**src/common/nevq_pkg.sv**
```systemverilog
// Constants, codes and carrier types for the actuator setting query responder
package nevq_pkg;

	// Result codes placed in the first byte of every answer
	localparam logic [7:0] RC_SUCCESS = 8'h00;
	localparam logic [7:0] RC_UNKNOWN_HANDLE = 8'h80;

	// Handle values that never name an actuator
	localparam logic [15:0] HANDLE_RSVD_LO = 16'h0000;
	localparam logic [15:0] HANDLE_RSVD_HI = 16'hffff;

	// Setting format codes, consecutive from zero
	localparam logic [7:0] FMT_U8 = 8'h00;
	localparam logic [7:0] FMT_S8 = 8'h01;
	localparam logic [7:0] FMT_U16 = 8'h02;
	localparam logic [7:0] FMT_S16 = 8'h03;
	localparam logic [7:0] FMT_U32 = 8'h04;
	localparam logic [7:0] FMT_S32 = 8'h05;
	localparam logic [7:0] FMT_LAST = FMT_S32;

	// Operational state codes, consecutive from zero
	localparam logic [7:0] ST_ACTIVE_CHANGE = 8'h00;
	localparam logic [7:0] ST_ACTIVE_SETTLED = 8'h01;
	localparam logic [7:0] ST_DISABLED = 8'h02;
	localparam logic [7:0] ST_UNAVAILABLE = 8'h03;
	localparam logic [7:0] ST_COND_UNKNOWN = 8'h04;
	localparam logic [7:0] ST_FAILED = 8'h05;
	localparam logic [7:0] ST_INITIALIZING = 8'h06;
	localparam logic [7:0] ST_WINDING_DOWN = 8'h07;
	localparam logic [7:0] ST_UNDER_TEST = 8'h08;
	localparam logic [7:0] ST_LAST = ST_UNDER_TEST;

	// Global register byte offsets
	localparam logic [11:0] REG_STATUS = 12'h000;
	localparam logic [11:0] REG_MASK = 12'h004;
	localparam logic [11:0] REG_SERVED = 12'h008;
	localparam logic [11:0] REG_INFO = 12'h00c;
	// Per-actuator register block: base and word offsets inside it; blocks lie 16 bytes apart
	localparam logic [11:0] REG_ACT_BASE = 12'h010;
	localparam logic [3:0] ACT_HANDLE = 4'h0;
	localparam logic [3:0] ACT_CTRL = 4'h4;
	localparam logic [3:0] ACT_TARGET = 4'h8;
	localparam logic [3:0] ACT_CURRENT = 4'hc;

	// Control word fields
	localparam int CTRL_FMT_LSB = 0;
	localparam int CTRL_STATE_LSB = 8;
	localparam int CTRL_REPORT_LSB = 16;
	// Info word fields
	localparam int INFO_BUSY_BIT = 0;
	localparam int INFO_COUNT_LSB = 8;

	// Status and mask bit positions
	localparam int STAT_W = 2;
	localparam int STAT_SERVED = 0;
	localparam int STAT_UNKNOWN = 1;

	// Reset values
	localparam logic [15:0] RST_HANDLE = HANDLE_RSVD_LO;
	localparam logic [7:0] RST_FMT = FMT_U8;
	localparam logic [7:0] RST_STATE = ST_INITIALIZING;
	localparam logic [31:0] RST_VALUE = 32'h0000_0000;
	localparam logic [STAT_W-1:0] RST_MASK = 2'h0;

	// Answer length figures in bytes
	localparam logic [3:0] HDR_BYTES = 4'h3;
	localparam logic [3:0] ERR_BYTES = 4'h1;

	// Request carrier: one query for one handle
	typedef struct packed {
		logic [15:0] handle;
	} nevq_req_t;

	// Answer carrier: one byte of the answer stream
	typedef struct packed {
		logic [7:0] data;
		logic last;
	} nevq_rsp_t;

	// Captured answer awaiting transmission
	typedef struct packed {
		logic [7:0] code;
		logic [7:0] fmt;
		logic [7:0] state;
		logic [31:0] target;
		logic [31:0] current;
		logic [3:0] len;
	} nevq_frame_t;

endpackage : nevq_pkg

```
**src/logic/nevq_responder.sv**
```systemverilog
// Responder that answers actuator setting queries, configured over APB
//
// How it works
// - A query names a 16-bit handle; 0000 and ffff never match an actuator.
// - Answer opens with result code; 80 when no actuator owns the handle.
// - Second byte is the format code: unsigned/signed at 8, 16 or 32 bits.
// - Target setting field is sized by the format code just sent.
// - Current setting field follows, sized by the same format code.
// - Third byte is the actuator's operational state, one of nine codes.
// - Enabled and target differs from current reports change in progress.
// - Enabled and settled sends current setting in both value fields.
// - Outside enabled states the value fields carry stored, meaningless data.
// - Disabled is reported when software sets it, as the enable request does.
// - Unavailable is reported when software sets it for absent equipment.
// - Condition unknown is reported when software sets that code.
// - Failed is reported when software sets that code.
// - Initializing is reported after reset until software sets another code.
// - Winding down is reported when software sets that code.
// - Under test is reported when software sets that code.
`timescale 1ns/1ns

module nevq_responder #(
	parameter int NUM_ACT = 4
) (
	// Clock, reset and clock enable
	input wire logic pclk,
	input wire logic presetn,
	input wire logic ce,
	// APB slave
	input wire logic psel,
	input wire logic penable,
	input wire logic pwrite,
	input wire logic [11:0] paddr,
	input wire logic [31:0] pwdata,
	output logic [31:0] prdata,
	output logic pready,
	output logic pslverr,
	// Query input
	input wire logic req_valid,
	input wire nevq_pkg::nevq_req_t req,
	output logic req_ready,
	// Answer byte stream
	output logic rsp_valid,
	output nevq_pkg::nevq_rsp_t rsp,
	input wire logic rsp_ready,
	// Interrupt
	output logic irq
);
	import nevq_pkg::*;

	// Index width and actuator count as software sees it
	localparam int ACT_IW = (NUM_ACT > 1) ? $clog2(NUM_ACT) : 1;
	localparam logic [7:0] ACT_CNT8 = 8'(NUM_ACT);

	// Answer sequencer states: waiting for a query, or sending its bytes
	typedef enum logic {
		RS_IDLE,
		RS_SEND
	} nevq_rs_t;

	// Value field width in bytes for a format code
	function automatic logic [3:0] fmt_bytes(input logic [7:0] fmt);
		logic [3:0] n;
		n = 4'h4;
		case (fmt)
			FMT_U8, FMT_S8: n = 4'h1;
			FMT_U16, FMT_S16: n = 4'h2;
			default: n = 4'h4;
		endcase
		return n;
	endfunction : fmt_bytes

	// Byte idx of an answer frame
	function automatic logic [7:0] frame_byte(input nevq_frame_t f, input logic [3:0] idx);
		logic [3:0] n;
		logic [3:0] k;
		logic [7:0] b;
		n = fmt_bytes(f.fmt);
		k = 4'h0;
		b = 8'h00;
		// Three header bytes, then target and current value bytes, low byte first
		if (idx == 4'h0) begin
			b = f.code;
		end else if (idx == 4'h1) begin
			b = f.fmt;
		end else if (idx == 4'h2) begin
			b = f.state;
		end else if (idx < HDR_BYTES + n) begin
			k = idx - HDR_BYTES;
			b = f.target[{k[1:0], 3'b000} +: 8];
		end else begin
			k = idx - HDR_BYTES - n;
			b = f.current[{k[1:0], 3'b000} +: 8];
		end
		return b;
	endfunction : frame_byte

	// Actuator configuration and setting storage
	logic [15:0] act_handle_q [NUM_ACT];
	logic [15:0] act_handle_d [NUM_ACT];
	logic [7:0] act_fmt_q [NUM_ACT];
	logic [7:0] act_fmt_d [NUM_ACT];
	logic [7:0] act_state_q [NUM_ACT];
	logic [7:0] act_state_d [NUM_ACT];
	logic [31:0] act_target_q [NUM_ACT];
	logic [31:0] act_target_d [NUM_ACT];
	logic [31:0] act_current_q [NUM_ACT];
	logic [31:0] act_current_d [NUM_ACT];
	logic [7:0] act_report [NUM_ACT];

	// Global registers and bus answer flops
	logic [STAT_W-1:0] status_q, status_d;
	logic [STAT_W-1:0] mask_q, mask_d;
	logic [31:0] served_q, served_d;
	logic [31:0] prdata_q, prdata_d;
	logic pready_q, pready_d;
	logic pslverr_q, pslverr_d;
	logic irq_q, irq_d;

	// Answer sequencer state
	nevq_rs_t rs_q, rs_d;
	logic [3:0] idx_q, idx_d;
	nevq_frame_t frame_q, frame_d;
	logic rsp_valid_q, rsp_valid_d;
	nevq_rsp_t rsp_q, rsp_d;
	logic req_ready_q, req_ready_d;
	logic ev_served, ev_unknown;

	// Address decode
	logic [11:0] act_off;
	logic act_hit;
	logic [ACT_IW-1:0] act_idx;
	logic [3:0] act_reg;
	logic bus_setup, bus_done;

	assign act_off = paddr - REG_ACT_BASE;
	assign act_hit = (paddr >= REG_ACT_BASE) && (act_off[11:4] < ACT_CNT8);
	assign act_idx = act_off[4 +: ACT_IW];
	assign act_reg = act_off[3:0];
	// A setup cycle is seen once; the answer flop masks a setup that is already answered
	assign bus_setup = psel && !penable && !pready_q;
	assign bus_done = psel && penable && pready_q;

	// State shown to the requester: enabled states follow the setting motion
	always_comb begin
		for (int i = 0; i < NUM_ACT; i++) begin
			act_report[i] = act_state_q[i];
			if (act_state_q[i] == ST_ACTIVE_CHANGE || act_state_q[i] == ST_ACTIVE_SETTLED) begin
				act_report[i] = (act_target_q[i] != act_current_q[i]) ? ST_ACTIVE_CHANGE : ST_ACTIVE_SETTLED;
			end
		end
	end

	// Register file, bus answer and interrupt next values
	always_comb begin
		act_handle_d = act_handle_q;
		act_fmt_d = act_fmt_q;
		act_state_d = act_state_q;
		act_target_d = act_target_q;
		act_current_d = act_current_q;
		status_d = status_q;
		mask_d = mask_q;
		served_d = served_q;
		prdata_d = prdata_q;
		pslverr_d = pslverr_q;
		pready_d = bus_setup;
		// Read data and error are prepared in the setup cycle
		if (bus_setup) begin
			prdata_d = 32'h0000_0000;
			pslverr_d = 1'b0;
			if (paddr[1:0] != 2'b00) begin
				pslverr_d = 1'b1;
			end else if (paddr == REG_STATUS) begin
				prdata_d[STAT_W-1:0] = status_q;
			end else if (paddr == REG_MASK) begin
				prdata_d[STAT_W-1:0] = mask_q;
			end else if (paddr == REG_SERVED) begin
				prdata_d = served_q;
			end else if (paddr == REG_INFO) begin
				prdata_d[INFO_BUSY_BIT] = (rs_q == RS_SEND);
				prdata_d[INFO_COUNT_LSB +: 8] = ACT_CNT8;
			end else if (act_hit) begin
				case (act_reg)
					ACT_HANDLE: prdata_d[15:0] = act_handle_q[act_idx];
					ACT_CTRL: begin
						prdata_d[CTRL_FMT_LSB +: 8] = act_fmt_q[act_idx];
						prdata_d[CTRL_STATE_LSB +: 8] = act_state_q[act_idx];
						prdata_d[CTRL_REPORT_LSB +: 8] = act_report[act_idx];
					end
					ACT_TARGET: prdata_d = act_target_q[act_idx];
					ACT_CURRENT: prdata_d = act_current_q[act_idx];
					default: pslverr_d = 1'b1;
				endcase
			end else begin
				pslverr_d = 1'b1;
			end
		end
		// Writes take effect at the completing edge
		if (bus_done && pwrite && !pslverr_q) begin
			if (paddr == REG_MASK) begin
				mask_d = pwdata[STAT_W-1:0];
			end else if (act_hit) begin
				case (act_reg)
					ACT_HANDLE: act_handle_d[act_idx] = pwdata[15:0];
					ACT_CTRL: begin
						// Out-of-range codes are dropped, leaving the old value
						if (pwdata[CTRL_FMT_LSB +: 8] <= FMT_LAST) begin
							act_fmt_d[act_idx] = pwdata[CTRL_FMT_LSB +: 8];
						end
						if (pwdata[CTRL_STATE_LSB +: 8] <= ST_LAST) begin
							act_state_d[act_idx] = pwdata[CTRL_STATE_LSB +: 8];
						end
					end
					ACT_TARGET: act_target_d[act_idx] = pwdata;
					ACT_CURRENT: act_current_d[act_idx] = pwdata;
					default: act_target_d = act_target_q;
				endcase
			end
		end
		// A status read clears it; a new event in that cycle still sets
		if (bus_done && !pwrite && paddr == REG_STATUS) begin
			status_d = '0;
		end
		if (ev_served) begin
			status_d[STAT_SERVED] = 1'b1;
			served_d = served_q + 32'h0000_0001;
		end
		if (ev_unknown) begin
			status_d[STAT_UNKNOWN] = 1'b1;
		end
		// Interrupt is taken from next values so it changes in the same cycle as status
		irq_d = |(status_d & mask_d);
	end

	// Register file flops
	// A low clock enable freezes them and stalls an APB access that pready has not yet answered
	always_ff @(posedge pclk or negedge presetn) begin
		if (!presetn) begin
			for (int i = 0; i < NUM_ACT; i++) begin
				// Actuators wake initializing, with a handle that matches no query
				act_handle_q[i] <= RST_HANDLE;
				act_fmt_q[i] <= RST_FMT;
				act_state_q[i] <= RST_STATE;
				act_target_q[i] <= RST_VALUE;
				act_current_q[i] <= RST_VALUE;
			end
			status_q <= '0;
			mask_q <= RST_MASK;
			served_q <= 32'h0000_0000;
			prdata_q <= 32'h0000_0000;
			pready_q <= 1'b0;
			pslverr_q <= 1'b0;
			irq_q <= 1'b0;
		end else if (ce) begin
			act_handle_q <= act_handle_d;
			act_fmt_q <= act_fmt_d;
			act_state_q <= act_state_d;
			act_target_q <= act_target_d;
			act_current_q <= act_current_d;
			status_q <= status_d;
			mask_q <= mask_d;
			served_q <= served_d;
			prdata_q <= prdata_d;
			pready_q <= pready_d;
			pslverr_q <= pslverr_d;
			irq_q <= irq_d;
		end
	end

	// Answer sequencer next values
	always_comb begin
		logic found;
		found = 1'b0;
		rs_d = rs_q;
		idx_d = idx_q;
		frame_d = frame_q;
		rsp_valid_d = rsp_valid_q;
		rsp_d = rsp_q;
		req_ready_d = req_ready_q;
		ev_served = 1'b0;
		ev_unknown = 1'b0;
		case (rs_q)
			RS_IDLE: begin
				if (req_valid && req_ready_q) begin
					// Default answer is the one-byte unknown handle reply
					frame_d = '0;
					frame_d.code = RC_UNKNOWN_HANDLE;
					frame_d.len = ERR_BYTES;
					if (req.handle != HANDLE_RSVD_LO && req.handle != HANDLE_RSVD_HI) begin
						// Lowest index wins when two actuators share a handle
						for (int i = 0; i < NUM_ACT; i++) begin
							if (!found && act_handle_q[i] == req.handle) begin
								found = 1'b1;
								frame_d.code = RC_SUCCESS;
								frame_d.fmt = act_fmt_q[i];
								frame_d.state = act_report[i];
								frame_d.current = act_current_q[i];
								// Settled answers repeat the current setting
								if (act_report[i] == ST_ACTIVE_SETTLED) begin
									frame_d.target = act_current_q[i];
								end else begin
									frame_d.target = act_target_q[i];
								end
								frame_d.len = 4'(HDR_BYTES + {fmt_bytes(act_fmt_q[i]), 1'b0});
							end
						end
					end
					// Reserved and unmatched handles both count as unknown
					ev_unknown = !found;
					rsp_valid_d = 1'b1;
					rsp_d.data = frame_byte(frame_d, 4'h0);
					rsp_d.last = (frame_d.len == ERR_BYTES);
					idx_d = 4'h1;
					req_ready_d = 1'b0;
					rs_d = RS_SEND;
				end
			end
			RS_SEND: begin
				// Each byte stands until the sink takes it
				if (rsp_ready) begin
					// Last byte taken: count the answer and free the query input
					if (rsp_q.last) begin
						rsp_valid_d = 1'b0;
						req_ready_d = 1'b1;
						ev_served = 1'b1;
						rs_d = RS_IDLE;
					end else begin
						// Otherwise load the next byte of the captured frame
						rsp_d.data = frame_byte(frame_q, idx_q);
						rsp_d.last = (idx_q + 4'h1 == frame_q.len);
						idx_d = idx_q + 4'h1;
					end
				end
			end
			default: begin
				// Unused state code: fall back to idle, ready for a query
				rs_d = RS_IDLE;
				rsp_valid_d = 1'b0;
				req_ready_d = 1'b1;
			end
		endcase
	end

	// Answer sequencer flops
	always_ff @(posedge pclk or negedge presetn) begin
		if (!presetn) begin
			rs_q <= RS_IDLE;
			idx_q <= 4'h0;
			frame_q <= '0;
			rsp_valid_q <= 1'b0;
			rsp_q <= '0;
			req_ready_q <= 1'b1;
		end else if (ce) begin
			rs_q <= rs_d;
			idx_q <= idx_d;
			frame_q <= frame_d;
			rsp_valid_q <= rsp_valid_d;
			rsp_q <= rsp_d;
			req_ready_q <= req_ready_d;
		end
	end

	// Outputs straight from flops
	assign prdata = prdata_q;
	assign pready = pready_q;
	assign pslverr = pslverr_q;
	assign req_ready = req_ready_q;
	assign rsp_valid = rsp_valid_q;
	assign rsp = rsp_q;
	assign irq = irq_q;

endmodule : nevq_responder

```
**config.mk**
```make
export PLATFORM = sky130hd
export DESIGN_NAME = nevq_responder
export DESIGN_NICKNAME = d
export VERILOG_FILES = /design/src/common/nevq_pkg.sv /design/src/logic/nevq_responder.sv
export SDC_FILE = /design/constraint.sdc
export NUM_CORES = 1
export LEC_CHECK = 0
export ABC_AREA = 1
export BUFFER_PORTS_ARGS = -buffer_cell sky130_fd_sc_hd__buf_2
export CAP_MARGIN = 20
export CORE_MARGIN = 2
export CORE_UTILIZATION = 40
export CTS_BUF_LIST = sky130_fd_sc_hd__clkbuf_4
export CTS_CLUSTER_DIAMETER = 100
export DETAILED_ROUTE_END_ITERATION = 7
export PLACE_DENSITY = 0.58
export SYNTH_ARGS = -nofsm -noshare
export SYNTH_HDL_FRONTEND = slang
export SYNTH_SLANG_ARGS = --single-unit
```
**constraint.sdc**
```tcl
create_clock -name pclk -period 5 [get_ports pclk]
set_clock_uncertainty 0.15 [all_clocks]
set_input_delay 1 -clock pclk [delete_from_list [all_inputs] [get_ports pclk]]
set_output_delay 1 -clock pclk [all_outputs]
set_load 0.005 [all_outputs]
```
==> out/metrics.cfg, run 1 <==
[run_status]
status=finished clean

[yosys]
avgSynthCellArea_um2=7.36
synth_area_leaders=dfrtp_1 44%, nand2_1 15%, o21ai_0 12%, inv_1 4.9%, a21oi_1 3.8%
seq_area_frac_synth_pct=44.6
synth_fp_nets=4326
synth_top_area_share_pct=43.9
synth_seq_cells=556
async_reset_ff_share_pct=100
yosys_warnings=0
synth_area_leader_cell=dfrtp_1
syn_area_mm2=0.0312
synthDistinctLibCells=56
syn_inst=4242
synthFlopType=dfrtp_1
synth-edff-count=0

[critical_path]
cp_max_fo=11
worst_setup_path_start_kind=flip-flop
reg2reg_from=frame_q[83]
r2r_slack_ns=1.25
worst_ep_required_time_ns=5.78
crit_type=flip-flop to flip-flop
r2r_cells=15
worst_ep_arrival_time_ns=4.53
critical_path.endpoint_type=flip-flop
reg2reg_to=rsp[4]

[power]
p_per_area_mw_per_mm2=274
cellLeakagePower_nw=16.5
ir_worst_vdd_uv=216
total_power_w=0.00957

[final_layout]
nets=4413
drive_gt1_share_pct=11.5
synthToLayoutAreaGrowth_pct=11.7
final_util_pct=45.1
stdcell_area_mm2=0.0349

[floorplan]
die-area_mm2=0.0803
die_x_um=283
start_util_pct=40.4
coreArea_mm2=0.0773
rows=102
die_h_um=283
pin_count=114

[worst_hold_path]
min_to=prdata[0]
holdPathStages=4
hold_start=penable
min_path_type=input port to flip-flop

[route]
initialDrtViolationCount=3684
vias=30500
antenna_left=0
viasPerCell=5.55
wl_mm=126
dr.pass1.iters=8
routedWlPerCell_um=23.0
post-route-drc-count=0

[timing]
rsz0062_at_grt=no
timing.final.crit_period_ns=3.75
whs_ns=0.172
timing.fmax_mhz=267
setup_violations=0
finalSetupTns_ns=0
hold_viol_final=0
worstMarginPinSlew_ns=1.32
fin_crit_sh_pct=75.0
final_max_slew_viol_count=0
maxSlewHeadroom_pct=11.4

[global_routing]
top_usage_layer=met2
met1_usage_pct=43.7
grt_max_degree=188
grt_pass1_wl_mm=187
use_met2_pct=45.5
grt_pass1_vias=28100
grt_remaining_overflow=0
antenna_found_initial=3
grt_use_met3_pct=8.37
track_usage_pct=31.2

[clocking]
root_buffer=clkbuf_4
clockBufferDepth=3
cts_tree=done
clk_pin_slew_worst_paths_ns=0.07
clk_latency_ns=1.04
clock-sinks=556
cts_setup_buffers=0
htreeDepth=4
cts_made_buffers=161

[placement]
port_buffers=113
place.gp.congestion=0.960
dp_hpwl_mm=87.0
placed_cell_area_mm2=0.0328

[job]
max_cap_viol_count=0

## repair_timing
| item | 4_1_cts | 5_1_grt |
|---|---|---|
| hold buffers | 1 | 0 |
| gates resized for setup | 0 | 0 |
| endpoints found under the hold margin | 78 | 0 |
## state kept, by name (all words and copies together), names as in the netlist, 4 cells and up
name and flops:
act_fmt_q 32, prdata 32, act_state_q 32, served_q 32, act_target_q 128, frame_q 85
idx_q 4, rsp 9, act_current_q 128, act_handle_q 64
## synth_stat cells, types with 3 or more instances
cell and count:
buf_1 15, nand2_1 1208, or2_2 9, nand3_1 59, inv_2 18, clkbuf_1 138
xnor2_1 100, nor3_1 31, nor2_4 4, ha_1 16, o21ai_1 48, a31oi_1 9
dfrtp_1 547, a22o_1 4, nand3_2 7, nor3_2 4, nor2_1 208, o21ai_0 754
inv_1 409, nor4_1 17, nor2_2 8, nand4_1 78, o211ai_1 40, buf_2 104
dfstp_2 9, a32o_1 3, buf_4 5, xor2_1 49, a21oi_1 236, o2111ai_1 11
o22ai_1 47, a21o_1 3, a22oi_1 13
## power by group
part / leakage [nW] / switching [W] / total (W) / internal (W)
logic: 7.75 / 0.000461 / 0.000605 / 0.000144
registers: 7.52 / 0.00000541 / 0.00451 / 0.00451
clock network: 1.20 / 0.00210 / 0.00445 / 0.00235
total: 16.5 / 0.00257 / 0.00957 / 0.00700
## routing by layer
layer	part of all wire [%]	wire length [µm]
met5	0.010	13
met3	11	14200
met2	43	54000
met1	42	53200
met4	3.8	4830
## kinds of logic (layout without fill, tap and decap cells)
logic type | after synthesis | in the layout | synth area share, %
buffers and inverters | 690 | 890 | 8.80
DFF | 556 | 556 | 44.6
other | 0 | 4 | 0
xor gates and xnor gates | 149 | 149 | 4.18
and+or+nand+nor | 1649 | 1649 | 21.7
AOI/OAI and AO/OA | 1182 | 1182 | 20.0
adders and majority gates | 16 | 16 | 0.641
## worst max path at each step
stage / from / end / slack [ns]
2_1_floorplan: paddr[4] / prdata[20] / 1.03
3_3_place_gp: paddr[5] / prdata[6] / 0.63
3_5_place_dp: paddr[1] / prdata[4] / 0.94
4_1_cts: frame_q[83] / rsp[3] / 1.31
5_1_grt: frame_q[83] / rsp[4] / 1.02
6_report: frame_q[83] / rsp[4] / 1.25
## cells in the final DEF (no fill, tap or decap), drive strengths merged, types with 3 or more instances in the layout
cell type  count
a31oi          9
buf          186
o21ai        803
a22oi         13
dfstp          9
nand3         66
nor3          37
clkbuf       228
xnor2        100
diode          4
xor2          49
a21o           3
bufinv         5
a22o           4
nand4         79
a32o           3
a21oi        237
clkinv        38
nor2         220
inv          429
or2           12
o2111ai       11
clkinvlp       3
nor4          20
o22ai         47
o211ai        40
dfrtp        547
nand2       1211
ha            16
## stage by stage
stage	setup slack, ns	cells
after floorplan	1.03	4242
after global placement	0.631	5204
after detailed placement	0.944	5205
after CTS	1.31	5482
after global routing	1.02	5486
final	1.25	5486
## critical path, stage by stage, from the launching register on
cell and delay [ns]:
dfrtp_1 0.35, inv_1 0.16, nand4_1 0.15, nor3_1 0.49, inv_1 0.14, ha_1 0.31, ha_1 0.27, inv_1 0.05
o21bai_1 0.05, a31oi_1 0.46, inv_1 0.36, o21ai_0 0.16, a21oi_1 0.07, o211ai_1 0.30, nand2_1 0.12, nand2_1 0.07
## final cells by class
cell class	instances	area [µm²]
clock inverter	48	340
fill	8101	42500
timing repair buffer	187	1400
tap	1040	1300
sequential	556	13900
antenna	4	10.0
inverter	427	1610
multi-input combinational	2996	14600
clock buffer	228	1710
No activity file was read; power rests on OpenSTA's default activity.
==> inputs of run 2 (changes only) <==
clock period = 3.9 ns   (was 5 ns; I/O delays follow)
==> out/metrics.cfg, run 2 (same netlist as run 1, synthesis figures left out) <==
[route]
wl_mm=127  ; +0.28%
routedWlPerCell_um=22.8  ; -0.82%
antenna_left=0  ; unchanged
initialDrtViolationCount=3957  ; +7.4%
post-route-drc-count=0  ; unchanged
dr.pass1.iters=6  ; -2
vias=30800  ; +1.2%
viasPerCell=5.56  ; about the same

[clocking]
root_buffer=clkbuf_4
cts_made_buffers=157  ; -2.5%
htreeDepth=4  ; unchanged
clk_pin_slew_worst_paths_ns=0.06  ; about the same
cts_setup_buffers=0  ; unchanged
clock-sinks=556  ; unchanged
clockBufferDepth=3  ; unchanged
clk_latency_ns=1.02  ; -0.02 ns
cts_tree=done

[timing]
setup_violations=0  ; unchanged
worstMarginPinSlew_ns=0.974  ; -0.343 ns
maxSlewHeadroom_pct=34.5  ; +23 points
timing.fmax_mhz=300  ; +13%
timing.final.crit_period_ns=3.33  ; -0.418 ns
finalSetupTns_ns=0  ; unchanged
final_max_slew_viol_count=0  ; unchanged
whs_ns=0.0844  ; -0.0875 ns
fin_crit_sh_pct=85.4  ; +10 points
hold_viol_final=0  ; unchanged
rsz0062_at_grt=no

[critical_path]
path_buf_inv=4  ; unchanged
r2r_cells=15  ; unchanged
cp_slowest_stage_delay_ns=0.37  ; -0.12 ns
cpMostUsedCell=inv_1
crit_type=flip-flop to flip-flop
worst_ep_arrival_time_ns=4.02  ; -0.51 ns
cp_max_fo=11  ; unchanged
crit_path_cell_trace=inv_1 > nand4_1 > nor3_1 > inv_1 > ha_1 > ha_1 > inv_1 > o21bai_1 > a31oi_1 > inv_1 > o211ai_1 > nand2_1 > nand3_1 > o211ai_1 > nand2_1
worst_ep_required_time_ns=4.58  ; -1.20 ns
worst_setup_path_start_kind=flip-flop
reg2reg_from=frame_q[83]
critical_path.endpoint_type=flip-flop
worst_setup_path_startpoint=frame_q[83]
crit_end=rsp[3]
reg2reg_to=rsp[3]
critical_path.top_delay_family=simple AND/OR/NAND/NOR gates
path_depth=15  ; unchanged
cp_slowest_cell=nor3_1
r2r_slack_ns=0.57  ; -0.68 ns

[final_layout]
register_area_mm2=0.0139  ; unchanged
nets=4474  ; +1.4%
multi_input_area_mm2=0.0146  ; about the same
stdcell_area_mm2=0.0355  ; +1.9%
synthToLayoutAreaGrowth_pct=13.8
mostFrequentLayoutCell=nand2_1
n_fill_cell=8022  ; -0.98%
most-common-layout-cells=1206 x nand2_1, 754 x o21ai_0, 547 x dfrtp_1
reg_top3=act_current_q: 128 flops, act_target_q: 128 flops, frame_q: 85 flops
final_util_pct=45.9  ; +0.84 points
drive_gt1_share_pct=12.5  ; +1.1 points

[floorplan]
die-area_mm2=0.0803  ; unchanged
start_util_pct=40.4  ; unchanged
die_x_um=283  ; unchanged
coreArea_mm2=0.0773  ; unchanged
pin_count=114  ; unchanged
rows=102  ; unchanged
die_h_um=283  ; unchanged

[global_routing]
grt_remaining_overflow=0  ; unchanged
track_usage_pct=31.3  ; +0.11 points
use_met2_pct=45.0  ; -0.48 points
grt_max_degree=149  ; -21%
grt_pass1_wl_mm=189  ; +0.79%
grt_pass1_vias=28400  ; +0.92%
met1_usage_pct=44.1  ; +0.34 points
grt_use_met3_pct=8.49  ; +0.13 points
antenna_found_initial=5  ; +2
top_usage_layer=met2

[worst_hold_path]
min_path_type=input port to flip-flop

[job]
max_cap_viol_count=0  ; unchanged

[placement]
dp_hpwl_mm=90.0  ; +3.4%
placed_cell_area_mm2=0.0333  ; +1.5%
place.gp.congestion=0.959  ; -0.13%
port_buffers=113  ; unchanged

[power]
ir_worst_vdd_uv=274  ; +27%
total_power_w=0.0123  ; +28%
cellLeakagePower_nw=16.8  ; +2.1%
p_per_area_mw_per_mm2=345  ; +26%

[run_status]
status=finished clean

==> run 2: per-stage QoR <==
stage,setup WS (ns),instances
after global placement,0.0672,5253
after floorplan,0.146,4242
after CTS,0.546,5545
after global routing,0.299,5547
final,0.568,5547
after detailed placement,0.0585,5253
==> run 2: area by class of cell <==
class,count,area share [%]
well taps,1040,3.66
inverters,427,4.52
clock buffers,230,4.86
repair buffers,252,5.79
clock inverters,44,0.866
multi-input cells,2996,41.1
flip-flops and latches,556,39.2
diodes,2,0.0141
==> run 2: how the worst min path moves through the flow <==
stage	cells after the start	startpoint	slack, ns	endpoint
global placement	2	act_fmt_q[11]	0.30	act_fmt_q[11]
detailed placement	2	act_fmt_q[13]	0.30	act_fmt_q[13]
global route	3	pwdata[31]	0.06	act_target_q[31]
CTS	3	pwdata[24]	0.005	act_target_q[88]
finish	5	req_valid	0.08	rsp[0]
floorplan	2	act_fmt_q[11]	0.29	act_fmt_q[11]
==> run 2: routing by layer <==
metal	part of all wire, %	vias to the layer above
met1	42	14600
met4	4.2	2
met2	42	1670
met3	11	240
li1	-	14300
met5	0.010	-
==> run 2: timing repair <==
action | in CTS | in global routing
resized for setup | 0 | 0
hold endpoints to repair | 122 | 0
hold buffers | 18 | 0
==> run 2: power breakdown <==
group          switching, W  leakage (nW)  total [W]  internal, W
Combinational      0.000607          8.10   0.000825     0.000218
Clock               0.00267          1.20    0.00564      0.00297
Sequential       0.00000716          7.52    0.00578      0.00578
Total               0.00329          16.8     0.0122      0.00896
==> run 2: worst register-to-register path, stage by stage (launching register included) <==
cell and delay [ns]:
dfrtp_1 0.36, inv_1 0.13, nand4_1 0.14, nor3_1 0.37
inv_1 0.15, ha_1 0.32, ha_1 0.28, inv_1 0.03
o21bai_1 0.12, a31oi_1 0.12, inv_1 0.33, o211ai_1 0.18
nand2_1 0.12, nand3_1 0.12, o211ai_1 0.17, nand2_1 0.08
